File: config.mk
export PLATFORM = sky130hd
export DESIGN_NAME = pdwc_top
export DESIGN_NICKNAME = d
export VERILOG_FILES = /design/src/common/pdwc_pkg.sv /design/src/pdwc_delay.sv /design/src/pdwc_top.sv
export SDC_FILE = /design/constraint.sdc
export NUM_CORES = 1
export LEC_CHECK = 0
export BUFFER_PORTS_ARGS = -buffer_cell sky130_fd_sc_hd__buf_2
export CAP_MARGIN = 20
export CORE_MARGIN = 2
export CORE_UTILIZATION = 55
export CTS_CLUSTER_DIAMETER = 60
export DETAILED_ROUTE_END_ITERATION = 8
export PLACE_DENSITY = 0.75
export SYNTH_ARGS = -nofsm -noshare
export SYNTH_HDL_FRONTEND = slang
export SYNTH_SLANG_ARGS = --single-unit
File: constraint.sdc
create_clock -name clk -period 4.2 [get_ports clk]
set_input_delay 0.63 -clock clk [delete_from_list [all_inputs] [get_ports clk]]
set_output_delay 0.63 -clock clk [all_outputs]
set_load 0.01 [all_outputs]
File: src/common/pdwc_pkg.sv
// constants, register map and states of the power-down and wake controller
package pdwc_pkg;
	// clock and time figures
	localparam int CLK_HZ = 100_000_000;
	localparam int CLK_PER_MS = CLK_HZ / 1000;
	localparam int POR_TIME_MS = 128;
	localparam int XTAL_START_MS = 150;
	localparam int PLL_LOCK_MS = 1;
	localparam int POR_CYCLES = POR_TIME_MS * CLK_PER_MS;
	localparam int XTAL_START_CYCLES = XTAL_START_MS * CLK_PER_MS;
	localparam int PLL_LOCK_CYCLES = PLL_LOCK_MS * CLK_PER_MS;
	localparam int TIMER_WIDTH = 24;
	// oscillator and pll figures
	localparam int XTAL_HZ = 32768;
	localparam logic [8:0] PLL_MULTIPLIER = 9'h180;
	localparam int CORE_HZ = XTAL_HZ * 384;
	// special function register addresses
	localparam logic [7:0] ADDR_POWER_CONTROL = 8'h87;
	localparam logic [7:0] ADDR_PLL_CONTROL = 8'hD7;
	localparam logic [7:0] ADDR_PART_ID = 8'hC2;
	// power_control_register fields
	localparam int POWER_CONTROL_REGISTER_POWERDOWN_BIT = 1;
	localparam int POWER_CONTROL_REGISTER_EXTERNAL_INTERRUPT_ZERO_WAKE_BIT = 5;
	localparam int POWER_CONTROL_REGISTER_SERIAL_WAKE_BIT = 4;
	localparam logic [7:0] POWER_CONTROL_REGISTER_RESET = 8'h00;
	// pll_control_register fields
	localparam int PLL_CONTROL_REGISTER_LOCK_BIT = 6;
	localparam int PLL_CONTROL_REGISTER_OSCILLATOR_POWERDOWN_BIT_BIT = 3;
	localparam int PLL_CONTROL_REGISTER_CD_LSB = 0;
	localparam int CD_WIDTH = 3;
	localparam logic [2:0] CD_RESET = 3'h0;
	localparam logic [7:0] PLL_CONTROL_REGISTER_RESET = 8'h00;
	// part identification, arbitrary neutral values
	localparam logic [3:0] PART_FAMILY_DEFAULT = 4'h5;
	localparam logic [3:0] PART_REVISION_DEFAULT = 4'h1;
	localparam logic [7:0] UNMAPPED_READ = 8'h00;
	// core clock divider counter width
	localparam int CDIV_WIDTH = 7;
	typedef enum logic [2:0] {
		ST_OFF,
		ST_POR_WAIT,
		ST_RUN,
		ST_POWERDOWN,
		ST_PIN_RESET
	} pdwc_state_t;
endpackage

File: src/pdwc_delay.sv
// reloadable down-counter for reset, crystal start and pll lock delays
`timescale 1ns/1ps
`default_nettype none
module pdwc_delay #(
	parameter int WIDTH = 24
) (
	input wire logic clk,
	input wire logic arst_n,
	input wire logic start,
	input wire logic abort,
	input wire logic [WIDTH-1:0] load,
	output logic busy,
	output logic expired
);
	logic [WIDTH-1:0] count;

	assign busy = (count != '0);

	always_ff @(posedge clk or negedge arst_n) begin
		if (!arst_n) begin
			count <= '0;
		end else if (abort) begin
			count <= '0;
		end else if (start) begin
			count <= load;
		end else if (count != '0) begin
			count <= count - 1'b1;
		end
	end

	// one-cycle pulse on the last count; a restart or abort swallows it
	always_ff @(posedge clk or negedge arst_n) begin
		if (!arst_n) begin
			expired <= 1'b0;
		end else begin
			expired <= (count == WIDTH'(1)) && !start && !abort;
		end
	end
endmodule
`default_nettype wire

File: src/pdwc_top.sv
// power-on reset, power-down entry, wake-up and core clock control
// Function
// - below reset threshold hold reset; above it wait 128 ms before release.
// - on falling supply keep holding reset down to the lower release level.
// - writing power-down bit 1 of power control enters full power-down.
// - power-down stops pll, core clock and all peripherals except interval counter.
// - oscillator halts in power-down only when oscillator power-down bit is set.
// - interval counter runs from oscillator and may keep counting in power-down.
// - power-down holds port levels, floats dac, drives address and store strobes low.
// - reset pin in power-down restores defaults; run from reset vector on release.
// - after power cycle registers default and execution starts 128 ms later.
// - enabled interval counter interrupt wakes device if oscillator kept running.
// - enabled serial interrupt wakes device only with serial wake enable set.
// - enabled external interrupt zero wakes only with its wake enable set.
// - interrupt return after wake resumes after the power-down instruction.
// - after wake with crystal running core runs unlocked about 1 ms.
// - stopped crystal adds about 150 ms start-up before pll lock begins.
// - read-only part identification at C2H, upper nibble names family member.
// - core clock comes from pll at 384 times the 32.768 kHz crystal.
// - core clock divider field in pll control slows the core clock.
`timescale 1ns/1ps
`default_nettype none
module pdwc_top
	import pdwc_pkg::*;
#(
	parameter int POR_COUNT = pdwc_pkg::POR_CYCLES,
	parameter int XTAL_COUNT = pdwc_pkg::XTAL_START_CYCLES,
	parameter int LOCK_COUNT = pdwc_pkg::PLL_LOCK_CYCLES,
	parameter logic [3:0] PART_FAMILY = pdwc_pkg::PART_FAMILY_DEFAULT,
	parameter logic [3:0] PART_REVISION = pdwc_pkg::PART_REVISION_DEFAULT
) (
	input wire logic clk,
	input wire logic arst_n,
	input wire logic supply_above_reset_level,
	input wire logic supply_above_release_level,
	input wire logic reset_pin_n,
	input wire logic [7:0] sfr_addr,
	input wire logic sfr_wr,
	input wire logic sfr_rd,
	input wire logic [7:0] sfr_wdata,
	output logic [7:0] sfr_rdata,
	input wire logic interval_counter_irq,
	input wire logic interval_counter_enabled,
	input wire logic spi_irq,
	input wire logic spi_irq_enabled,
	input wire logic ext_external_interrupt_zero_irq,
	input wire logic ext_external_interrupt_zero_enabled,
	output logic core_reset_n,
	output logic core_clk_en,
	output logic core_halted,
	output logic pll_enable,
	output logic [8:0] pll_multiplier,
	output logic pll_locked,
	output logic osc_enable,
	output logic peripheral_enable,
	output logic interval_counter_run,
	output logic port_hold,
	output logic dac_output_enable,
	output logic ale_force_low,
	output logic program_store_strobe_force_low,
	output logic [2:0] wake_source
);
	import pdwc_pkg::*;

	localparam logic [TIMER_WIDTH-1:0] POR_LOAD = TIMER_WIDTH'(POR_COUNT);
	localparam logic [TIMER_WIDTH-1:0] XTAL_LOAD = TIMER_WIDTH'(XTAL_COUNT);
	localparam logic [TIMER_WIDTH-1:0] LOCK_LOAD = TIMER_WIDTH'(LOCK_COUNT);

	pdwc_state_t state;
	pdwc_state_t next_state;

	logic power_control_register_powerdown;
	logic power_control_register_serial_wake;
	logic power_control_register_external_interrupt_zero_wake;
	logic osc_powerdown;
	logic [CD_WIDTH-1:0] core_clock_divider;
	logic lock_flag;
	logic osc_running;
	logic [CDIV_WIDTH-1:0] cdiv_count;

	logic por_start;
	logic por_busy;
	logic por_expired;
	logic xtal_start;
	logic xtal_busy;
	logic xtal_expired;
	logic lock_start;
	logic lock_busy;
	logic lock_expired;
	logic settle_abort;

	logic wake_tic;
	logic wake_spi;
	logic wake_external_interrupt_zero;
	logic wake_any;
	logic leaving_pd;
	logic sys_reset;
	logic sfr_write_power_control_register;
	logic sfr_write_pll_control_register;

	function automatic logic sfr_hit(input logic [7:0] addr, input logic [7:0] reg_addr);
		sfr_hit = (addr == reg_addr);
	endfunction

	// supply loss and pin reset both return registers to defaults
	assign sys_reset = (state == ST_OFF) || (state == ST_POR_WAIT) || !reset_pin_n;
	assign sfr_write_power_control_register = sfr_wr && sfr_hit(sfr_addr, ADDR_POWER_CONTROL);
	assign sfr_write_pll_control_register = sfr_wr && sfr_hit(sfr_addr, ADDR_PLL_CONTROL);

	// wake sources, each qualified by its own enables
	assign wake_tic = interval_counter_irq && interval_counter_enabled && osc_running;
	assign wake_spi = spi_irq && spi_irq_enabled && power_control_register_serial_wake;
	assign wake_external_interrupt_zero = ext_external_interrupt_zero_irq && ext_external_interrupt_zero_enabled && power_control_register_external_interrupt_zero_wake;
	assign wake_any = wake_tic || wake_spi || wake_external_interrupt_zero;
	assign leaving_pd = (state == ST_POWERDOWN) && (next_state != ST_POWERDOWN);

	always_comb begin
		next_state = state;
		case (state)
			ST_OFF: begin
				if (supply_above_reset_level) begin
					next_state = ST_POR_WAIT;
				end
			end
			ST_POR_WAIT: begin
				if (por_expired && !reset_pin_n) begin
					next_state = ST_PIN_RESET;
				end else if (por_expired) begin
					next_state = ST_RUN;
				end
			end
			ST_RUN: begin
				if (!reset_pin_n) begin
					next_state = ST_PIN_RESET;
				end else if (power_control_register_powerdown) begin
					next_state = ST_POWERDOWN;
				end
			end
			ST_POWERDOWN: begin
				if (!reset_pin_n) begin
					next_state = ST_PIN_RESET;
				end else if (wake_any) begin
					next_state = ST_RUN;
				end
			end
			ST_PIN_RESET: begin
				if (reset_pin_n) begin
					next_state = ST_RUN;
				end
			end
			default: begin
				next_state = ST_OFF;
			end
		endcase
		// losing the supply overrides everything
		if (!supply_above_reset_level || !supply_above_release_level) begin
			next_state = ST_OFF;
		end
	end

	always_ff @(posedge clk or negedge arst_n) begin
		if (!arst_n) begin
			state <= ST_OFF;
		end else begin
			state <= next_state;
		end
	end

	// reset timer restarts each time the supply climbs through the threshold
	assign por_start = (state == ST_OFF) && supply_above_reset_level;

	pdwc_delay #(
		.WIDTH(TIMER_WIDTH)
	) u_por_delay (
		.clk(clk),
		.arst_n(arst_n),
		.start(por_start),
		.abort(!supply_above_reset_level),
		.load(POR_LOAD),
		.busy(por_busy),
		.expired(por_expired)
	);

	// power control: power-down bit clears itself on the way out
	always_ff @(posedge clk or negedge arst_n) begin
		if (!arst_n) begin
			power_control_register_powerdown <= POWER_CONTROL_REGISTER_RESET[POWER_CONTROL_REGISTER_POWERDOWN_BIT];
			power_control_register_serial_wake <= POWER_CONTROL_REGISTER_RESET[POWER_CONTROL_REGISTER_SERIAL_WAKE_BIT];
			power_control_register_external_interrupt_zero_wake <= POWER_CONTROL_REGISTER_RESET[POWER_CONTROL_REGISTER_EXTERNAL_INTERRUPT_ZERO_WAKE_BIT];
		end else if (sys_reset) begin
			power_control_register_powerdown <= POWER_CONTROL_REGISTER_RESET[POWER_CONTROL_REGISTER_POWERDOWN_BIT];
			power_control_register_serial_wake <= POWER_CONTROL_REGISTER_RESET[POWER_CONTROL_REGISTER_SERIAL_WAKE_BIT];
			power_control_register_external_interrupt_zero_wake <= POWER_CONTROL_REGISTER_RESET[POWER_CONTROL_REGISTER_EXTERNAL_INTERRUPT_ZERO_WAKE_BIT];
		end else if (sfr_write_power_control_register && state == ST_RUN) begin
			power_control_register_powerdown <= sfr_wdata[POWER_CONTROL_REGISTER_POWERDOWN_BIT];
			power_control_register_serial_wake <= sfr_wdata[POWER_CONTROL_REGISTER_SERIAL_WAKE_BIT];
			power_control_register_external_interrupt_zero_wake <= sfr_wdata[POWER_CONTROL_REGISTER_EXTERNAL_INTERRUPT_ZERO_WAKE_BIT];
		end else if (leaving_pd) begin
			power_control_register_powerdown <= 1'b0;
		end
	end

	// pll control: lock bit is read-only and owned by hardware
	always_ff @(posedge clk or negedge arst_n) begin
		if (!arst_n) begin
			osc_powerdown <= PLL_CONTROL_REGISTER_RESET[PLL_CONTROL_REGISTER_OSCILLATOR_POWERDOWN_BIT_BIT];
			core_clock_divider <= CD_RESET;
		end else if (sys_reset) begin
			osc_powerdown <= PLL_CONTROL_REGISTER_RESET[PLL_CONTROL_REGISTER_OSCILLATOR_POWERDOWN_BIT_BIT];
			core_clock_divider <= CD_RESET;
		end else if (sfr_write_pll_control_register && state == ST_RUN) begin
			osc_powerdown <= sfr_wdata[PLL_CONTROL_REGISTER_OSCILLATOR_POWERDOWN_BIT_BIT];
			core_clock_divider <= sfr_wdata[PLL_CONTROL_REGISTER_CD_LSB +: CD_WIDTH];
		end
	end

	// oscillator halts in power-down only when asked to
	always_ff @(posedge clk or negedge arst_n) begin
		if (!arst_n) begin
			osc_running <= 1'b0;
		end else if (state == ST_OFF) begin
			osc_running <= 1'b0;
		end else if (next_state == ST_POWERDOWN && osc_powerdown) begin
			osc_running <= 1'b0;
		end else if (state != ST_POWERDOWN) begin
			osc_running <= 1'b1;
		end
	end

	// crystal start-up only when it was really stopped
	assign xtal_start = leaving_pd && !osc_running;
	// lock settling follows release from power-on reset, a warm wake or crystal start-up
	assign lock_start = por_expired || (leaving_pd && osc_running) || xtal_expired;
	assign settle_abort = (state == ST_OFF) || (next_state == ST_POWERDOWN);

	pdwc_delay #(
		.WIDTH(TIMER_WIDTH)
	) u_xtal_delay (
		.clk(clk),
		.arst_n(arst_n),
		.start(xtal_start),
		.abort(settle_abort),
		.load(XTAL_LOAD),
		.busy(xtal_busy),
		.expired(xtal_expired)
	);

	pdwc_delay #(
		.WIDTH(TIMER_WIDTH)
	) u_lock_delay (
		.clk(clk),
		.arst_n(arst_n),
		.start(lock_start),
		.abort(settle_abort),
		.load(LOCK_LOAD),
		.busy(lock_busy),
		.expired(lock_expired)
	);

	// lock flag that software polls before timing-sensitive work
	always_ff @(posedge clk or negedge arst_n) begin
		if (!arst_n) begin
			lock_flag <= 1'b0;
		end else if (lock_expired) begin
			lock_flag <= 1'b1;
		end else if (settle_abort || lock_start) begin
			lock_flag <= 1'b0;
		end
	end

	// core clock enable divided by 2**divider; stops in power-down
	always_ff @(posedge clk or negedge arst_n) begin
		if (!arst_n) begin
			cdiv_count <= '0;
		end else if (state != ST_RUN) begin
			cdiv_count <= '0;
		end else if (cdiv_count >= CDIV_WIDTH'((1 << core_clock_divider) - 1)) begin
			cdiv_count <= '0;
		end else begin
			cdiv_count <= cdiv_count + 1'b1;
		end
	end

	// core keeps running unlocked while the pll settles
	always_ff @(posedge clk or negedge arst_n) begin
		if (!arst_n) begin
			core_clk_en <= 1'b0;
		end else begin
			core_clk_en <= (next_state == ST_RUN) && (state == ST_RUN)
				&& (cdiv_count == '0);
		end
	end

	// core is held, not reset, so its return address survives the sleep
	always_ff @(posedge clk or negedge arst_n) begin
		if (!arst_n) begin
			core_halted <= 1'b0;
		end else begin
			core_halted <= (next_state == ST_POWERDOWN);
		end
	end

	always_ff @(posedge clk or negedge arst_n) begin
		if (!arst_n) begin
			core_reset_n <= 1'b0;
		end else begin
			core_reset_n <= (next_state == ST_RUN) || (next_state == ST_POWERDOWN);
		end
	end

	// which source ended the last power-down, for the interrupt logic
	always_ff @(posedge clk or negedge arst_n) begin
		if (!arst_n) begin
			wake_source <= 3'h0;
		end else if (sys_reset) begin
			wake_source <= 3'h0;
		end else if (leaving_pd) begin
			wake_source <= {wake_external_interrupt_zero, wake_spi, wake_tic};
		end
	end

	// power-down side effects on clocks, peripherals and pins
	always_ff @(posedge clk or negedge arst_n) begin
		if (!arst_n) begin
			pll_enable <= 1'b0;
			peripheral_enable <= 1'b0;
			port_hold <= 1'b0;
			dac_output_enable <= 1'b0;
			ale_force_low <= 1'b0;
			program_store_strobe_force_low <= 1'b0;
		end else begin
			pll_enable <= (next_state != ST_OFF) && (next_state != ST_POWERDOWN);
			peripheral_enable <= (next_state == ST_RUN);
			port_hold <= (next_state == ST_POWERDOWN);
			dac_output_enable <= (next_state == ST_RUN);
			ale_force_low <= (next_state == ST_POWERDOWN);
			program_store_strobe_force_low <= (next_state == ST_POWERDOWN);
		end
	end

	assign osc_enable = osc_running;
	assign pll_locked = lock_flag;
	// interval counter sits on the oscillator, not on the core clock
	assign interval_counter_run = interval_counter_enabled && osc_running;
	assign pll_multiplier = PLL_MULTIPLIER;

	// read data registered one cycle after the strobe
	always_ff @(posedge clk or negedge arst_n) begin
		if (!arst_n) begin
			sfr_rdata <= UNMAPPED_READ;
		end else if (sfr_rd) begin
			if (sfr_hit(sfr_addr, ADDR_POWER_CONTROL)) begin
				sfr_rdata <= {2'h0, power_control_register_external_interrupt_zero_wake, power_control_register_serial_wake, 2'h0, power_control_register_powerdown, 1'b0};
			end else if (sfr_hit(sfr_addr, ADDR_PLL_CONTROL)) begin
				sfr_rdata <= {1'b0, lock_flag, 2'h0, osc_powerdown, core_clock_divider};
			end else if (sfr_hit(sfr_addr, ADDR_PART_ID)) begin
				sfr_rdata <= {PART_FAMILY, PART_REVISION};
			end else begin
				sfr_rdata <= UNMAPPED_READ;
			end
		end
	end
endmodule
`default_nettype wire
==> results of run 1 <==
[through the flow]
step	area (sq um)	power, W
floorplan	5939	0.004402
detailed placement	6217	0.005083
finish	6436	0.005796
global route	6436	0.006362
CTS	6431	0.005804
global placement	6217	0.004973
[state kept, by name, summed over array words and instances (netlist names), 3 cells and up]
| signal | count |
|---|---|
| u_lock_delay.count | 24 |
| cdiv_count | 7 |
| wake_source | 3 |
| sfr_rdata | 7 |
| state | 3 |
| core_clock_divider | 3 |
| u_xtal_delay.count | 24 |
| u_por_delay.count | 24 |
[final cells by class]
cell class | count | share of cell area
Sequential cell | 109 | 0.4238
Multi-Input combinational cell | 477 | 0.4588
Inverter | 19 | 0.01108
Clock buffer | 11 | 0.02197
Timing Repair Buffer | 56 | 0.04666
Clock inverter | 4 | 0.01128
Tap cell | 136 | 0.02644
[power by group through the flow]
stage,Sequential (W),Clock (W),Combinational (W)
after CTS,0.00144,0.000712,0.00365
after global placement,0.00144,0,0.00353
after floorplan,0.00141,0,0.00299
after detailed placement,0.00146,0,0.00362
final,0.00145,0.000686,0.00366
after global routing,0.00148,0.000752,0.00413
[layer usage]
layer	part of all wire	routed length, um
met1	0.45	5674
met2	0.51	6483
met3	0.036	461
met4	0.0073	93
met5	0	0
[worst paths after layout]
check / to / from / cells past startpoint / slack [ns]
worst max-delay path: u_xtal_delay.count[21] / u_xtal_delay.count[8] / 5 / 1.35
worst min-delay path: core_clock_divider[0] / arst_n / 1 / 0.33
worst max register to register: u_xtal_delay.count[21] / u_xtal_delay.count[8] / 5 / 1.35
worst min register to register: pll_locked / u_lock_delay.expired / 1 / 0.44
max in group asynchronous: u_xtal_delay.count[16] / arst_n / 2 / 3.01
min in group clk: pll_locked / u_lock_delay.expired / 1 / 0.44
[cells in the mapped netlist, types with 3 or more instances]
library cell,instances,area [sq um]
dfrtp_1,109,2728
nor2_1,72,270.3
a21oi_1,57,285.3
nor3_1,33,165.2
or3_1,32,200.2
o21ai_0,30,150.1
xnor2_1,25,219.0
nand3_1,22,110.1
nand2_1,20,75.07
clkbuf_1,19,71.32
inv_1,19,71.32
nor4_1,17,106.4
ha_1,15,187.7
buf_4,14,105.1
xor2_1,14,122.6
or4_1,12,90.09
mux2i_1,11,110.1
o31ai_1,10,75.07
a211oi_1,8,60.06
nand4_1,8,50.05
and3_1,7,43.79
nand2b_1,7,43.79
nand4b_1,7,61.31
or2_2,7,43.79
a21o_1,4,30.03
nor4b_1,4,35.03
o211ai_1,4,30.03
o21ai_1,4,20.02
nand3b_1,3,22.52
nor2b_1,3,18.77
[worst max-delay path, stage by stage (launching register included)]
cell and delay, ns:
dfrtp_1 0.42, nor4_1 0.76, nand4_1 0.62, o31a_1 0.45, o21ai_2 0.36, a21oi_1 0.10
[logic make-up (layout without fill, tap and decap cells)]
family / after synthesis / in the layout
buf+inv: 54 / 90
flops: 109 / 109
other cells: 2 / 10
xor+xnor: 39 / 39
compound gates: 130 / 130
mux: 11 / 11
fa+ha+maj: 15 / 15
simple gates: 272 / 272
==> impl_metrics.py, run 1 <==
metrics = {
    "run_status": {
        "outcome": "completed",
    },
    "layout": {
        "nets": 716,
        "seqCellArea_sq_mm": 0.002728,
        "final_layout_size_suffix_gt1_frac": 0.1317,
        "multiInputGateArea_sq_mm": 0.002953,
        "fill_cells": 886,
        "final_common_cell": "dfrtp_1",
        "stdcell_count": 812,
        "utilization": 0.6207,
        "layout_common_cells": "dfrtp_1, nor2_1, a21oi_1, buf_2, nor3_1",
        "diodes": 0,
        "syn2layout_area_growth_pct": 8.914,
    },
    "floorplanning": {
        "start_util": 0.5699,
        "std_cell_rows": 37,
        "core_sq_mm": 0.01037,
        "ioPinCount": 61,
        "die_height_um": 107.7,
        "chipWidth_um": 107.7,
        "fp.dieArea_sq_mm": 0.01159,
    },
    "route": {
        "drc": 0,
        "wl_per_cell_um": 15.66,
        "routed_via_density": 5.943,
        "route.vias.total": 4826,
        "drt_iter0_drc": 223,
        "routed_wl_um": 12710,
        "drt_pass1_iterations": 5,
        "ant_nets": 0,
    },
    "sta": {
        "fin_skew_ns": 0.01304,
        "max-slew-margin-rel": 0.2968,
        "final-max-slew-violation-count": 0,
        "tns_ns": 0,
        "fin_ws_ns": 1.349,
        "timing.final.crit_share": 0.6787,
        "setup_viol_count_final": 0,
        "hold_slack_ns": 0.3341,
        "max_freq_ghz": 0.3508,
        "rsz0062_at_grt": "no",
        "worst_slew_pin_slew_ns": 1.048,
        "min_period_ns": 2.851,
        "final_hold_viol_count": 0,
    },
    "logic_synthesis": {
        "synth_area_per_cell_sq_um": 9.350,
        "synth_warnings": 0,
        "synth_edf_count": 0,
        "synth_mux_area_frac": 0.01863,
        "ys_seq_area_frac": 0.4616,
        "synth_xor_area_frac": 0.05780,
        "synth_seq_cells": 109,
        "synth_simple_gate_area_frac": 0.2556,
        "async_flop_share": 1.000,
        "yosys.cell_types.count": 55,
        "syn_area_sq_mm": 0.005909,
        "synth_compound_area_frac": 0.1287,
        "ys.flop_type": "dfrtp_1",
        "synth_top_family_by_area": "simple AND/OR/NAND/NOR gates",
        "synth_fa_ha_area_frac": 0.03176,
        "synth_cells": 632,
    },
    "clocking": {
        "clock_path_buffers": 2,
        "root_buffer": "clkbuf_8",
        "tritoncts": "done",
        "cts_hold_buf": 0,
        "htree_levels": 3,
        "cts_resized": 0,
        "clk_latency_ns": 0.38,
        "cts_setup_buffers": 0,
        "cts_sinks": 109,
        "clk_pin_slew_worst_paths_ns": 0.09,
        "cts_made_buffers": 9,
    },
    "global_routing": {
        "grt_max_degree": 66,
        "grt_util_met1": 0.3049,
        "grt_pass1_wl_um": 22050,
        "antenna_found_initial": 0,
        "grt_overflow_total": 0,
        "met3_usage": 0.05811,
        "grt_use_met2": 0.4034,
        "grt_pass1_vias": 4780,
        "busiest_layer": "met2",
        "track_usage": 0.2386,
    },
    "placed_design": {
        "dpl.cell_count": 796,
        "place_congestion": 0.8920,
        "pre_cts_ws_ns": 1.366,
        "hpwl_um": 9232,
        "io_buffer_count": 48,
    },
    "power": {
        "switching_power_w": 0.002678,
        "internal-power_w": 0.003118,
        "switching_share": 0.4620,
        "combPwrFrac": 0.632,
        "leakagePower_nw": 3.018,
        "p_clk_frac": 0.118,
        "p_seq_frac": 0.249,
        "p_per_area_mw_per_mm2": 900.5,
        "ir_drop_mv": 0.9052,
    },
    "min_path": {
        "hold_path.class": "input pin to async pin",
    },
    "critical_path": {
        "worstPathArrival_ns": 3.09,
        "worstSetupEndpointType": "register",
        "cp.required_ns": 4.44,
        "timing_worst_setup_path_type": "register to register",
        "start_kind": "register",
        "crit_fanout": 10,
    },
    "job": {
        "drv_cap": 0,
    },
}
Power figures use the tool's default switching activity.
==> inputs of run 2 (changes only) <==
- CORE_UTILIZATION: 55 -> 54
- PLACE_DENSITY: 0.75 -> 0.77
- clock period: 4.2 -> 2.3 ns (I/O delays scaled with it)
==> impl_metrics.py, run 2 (same netlist as run 1, synthesis figures left out) <==
metrics = {
    "global_routing": {
        "antenna_found_initial": 0,
        "grt_pass1_vias": 4903,
        "grt_max_degree": 50,
        "track_usage": 0.2359,
        "grt_pass1_wl_um": 22140,
        "grt_overflow_total": 0,
    },
    "placed_design": {
        "hpwl_um": 9504,
        "place_congestion": 0.8746,
        "io_buffer_count": 48,
        "placed_area_sq_mm": 0.006590,
    },
    "layout": {
        "nets": 764,
        "final_area_sq_mm": 0.006882,
        "seqCellArea_sq_mm": 0.002729,
        "final_common_cell": "dfrtp_1",
        "fill_cells": 891,
        "layout_common_cells": "dfrtp_1, nor2_1, a21oi_1, buf_4, buf_2",
        "syn2layout_area_growth_pct": 16.45,
        "reg_top3": "u_lock_delay.count (24), u_por_delay.count (24), u_xtal_delay.count (24)",
        "multiInputGateArea_sq_mm": 0.003050,
        "diodes": 0,
        "final_layout_size_suffix_gt1_frac": 0.2099,
    },
    "floorplanning": {
        "chipWidth_um": 108.6,
        "std_cell_rows": 38,
        "start_util": 0.5500,
        "die_height_um": 108.6,
        "core_sq_mm": 0.01075,
        "fp.dieArea_sq_mm": 0.01180,
        "ioPinCount": 61,
    },
    "sta": {
        "final-max-slew-violation-count": 0,
        "hold_slack_ns": 0.1918,
        "setup_viol_count_final": 0,
        "fin_skew_ns": 0.01370,
        "timing.final.crit_share": 0.9958,
        "rsz0062_at_grt": "yes",
        "tns_ns": 0,
        "max-slew-margin-rel": 0.5552,
        "worst_slew_pin_slew_ns": 0.6503,
        "max_freq_ghz": 0.4366,
        "min_period_ns": 2.290,
        "final_hold_viol_count": 0,
    },
    "critical_path": {
        "cpMostUsedCell": "or4_4",
        "worstPathArrival_ns": 2.61,
        "timing_worst_setup_path_type": "register to register",
        "crit_fanout": 6,
        "start_kind": "register",
        "slowest_delay_ns": 0.54,
        "crit_path_cell_trace": "or2_2, or4_4, or4_4, or3_4, a21oi_2",
        "crit_buf_inv": 0,
        "r2r_slack_ns": 0.01,
        "worstSetupEndpointType": "register",
        "crit_slowest_cell": "or4_4",
        "cp.required_ns": 2.61,
        "cp_top_family": "simple AND/OR/NAND/NOR gates",
    },
    "clocking": {
        "clk_latency_ns": 0.39,
        "clk_pin_slew_worst_paths_ns": 0.10,
        "cts_sinks": 109,
        "root_buffer": "clkbuf_8",
        "tritoncts": "done",
        "cts_made_buffers": 9,
        "clock_path_buffers": 2,
        "htree_levels": 3,
    },
    "route": {
        "ant_nets": 0,
        "drt_iter0_drc": 310,
        "routed_wl_um": 13180,
        "wl_per_cell_um": 15.26,
        "routed_via_density": 5.808,
        "drc": 0,
        "drt_pass1_iterations": 5,
        "route.vias.total": 5018,
    },
    "min_path": {
        "hold_path.class": "input pin to register",
    },
    "power": {
        "internal-power_w": 0.006245,
        "switching_share": 0.4529,
        "switching_power_w": 0.005171,
        "p_clk_frac": 0.089,
        "power_w": 0.01142,
        "ir_drop_mv": 2.080,
        "p_seq_frac": 0.230,
        "leakagePower_nw": 3.260,
        "p_per_area_mw_per_mm2": 1659,
        "combPwrFrac": 0.681,
    },
    "run_status": {
        "outcome": "completed",
    },
    "job": {
        "drv_cap": 0,
    },
}
-- run 2: stage by stage --
step | cells | utilization | setup slack (ns)
final | 864 | 0.6404 | 0.009657
after floorplan | 640 | - | -0.07761
after CTS | 862 | 0.6323 | 0.001047
after global placement | 845 | 0.6133 | -0.01308
after global routing | 864 | 0.6404 | -0.07518
after detailed placement | 845 | 0.6133 | -0.1524
-- run 2: final cells by class --
| type | instances | area share |
|---|---|---|
| Clock buffer | 11 | 0.01909 |
| Multi-Input combinational cell | 477 | 0.4433 |
| Tap cell | 140 | 0.02545 |
| Timing Repair Buffer | 104 | 0.1015 |
| Sequential cell | 109 | 0.3965 |
| Clock inverter | 4 | 0.003818 |
| Inverter | 19 | 0.01036 |
-- run 2: worst register-to-register path, delay by kind of cell (launching register included) --
kind            cells  cell delay, ns
simple gates        4            1.70
flops               1            0.41
compound gates      1            0.12
-- run 2: final timing paths --
kind / from / end / cells after the start
min in group asynchronous: arst_n / sfr_rdata[2] / 2
min: sfr_wdata[0] / core_clock_divider[0] / 3
max reg2reg: u_por_delay.count[10] / u_por_delay.count[19] / 5
min reg2reg: u_lock_delay.expired / pll_locked / 1
max in group asynchronous: arst_n / u_xtal_delay.count[13] / 3
max: u_por_delay.count[10] / u_por_delay.count[19] / 5
-- run 2: power groups by stage --
| stage | Combinational (W) | Clock [W] | Sequential (W) |
|---|---|---|---|
| global route | 0.00865 | 0.00113 | 0.00267 |
| finish | 0.00778 | 0.00102 | 0.00262 |
| global placement | 0.00727 | 0 | 0.00262 |
| floorplan | 0.00375 | 0 | 0.00238 |
| detailed placement | 0.00744 | 0 | 0.00265 |
| CTS | 0.00754 | 0.00105 | 0.00261 |
-- run 2: layer usage --
metal	vias up	GRT usage	routed length [um]
li1	2452	-	-
met1	2435	0.2986	5823
met2	107	0.4027	6634
met3	24	0.04483	448
met4	0	0.08791	275
met5	-	0	0
-- run 2: what timing repair did --
item	in CTS	in global routing
hold endpoints to repair	31	0
hold buffers	1	0
gates resized for setup	5	20
setup buffers	1	2
pin swaps	3	6
setup endpoints to repair	16	30
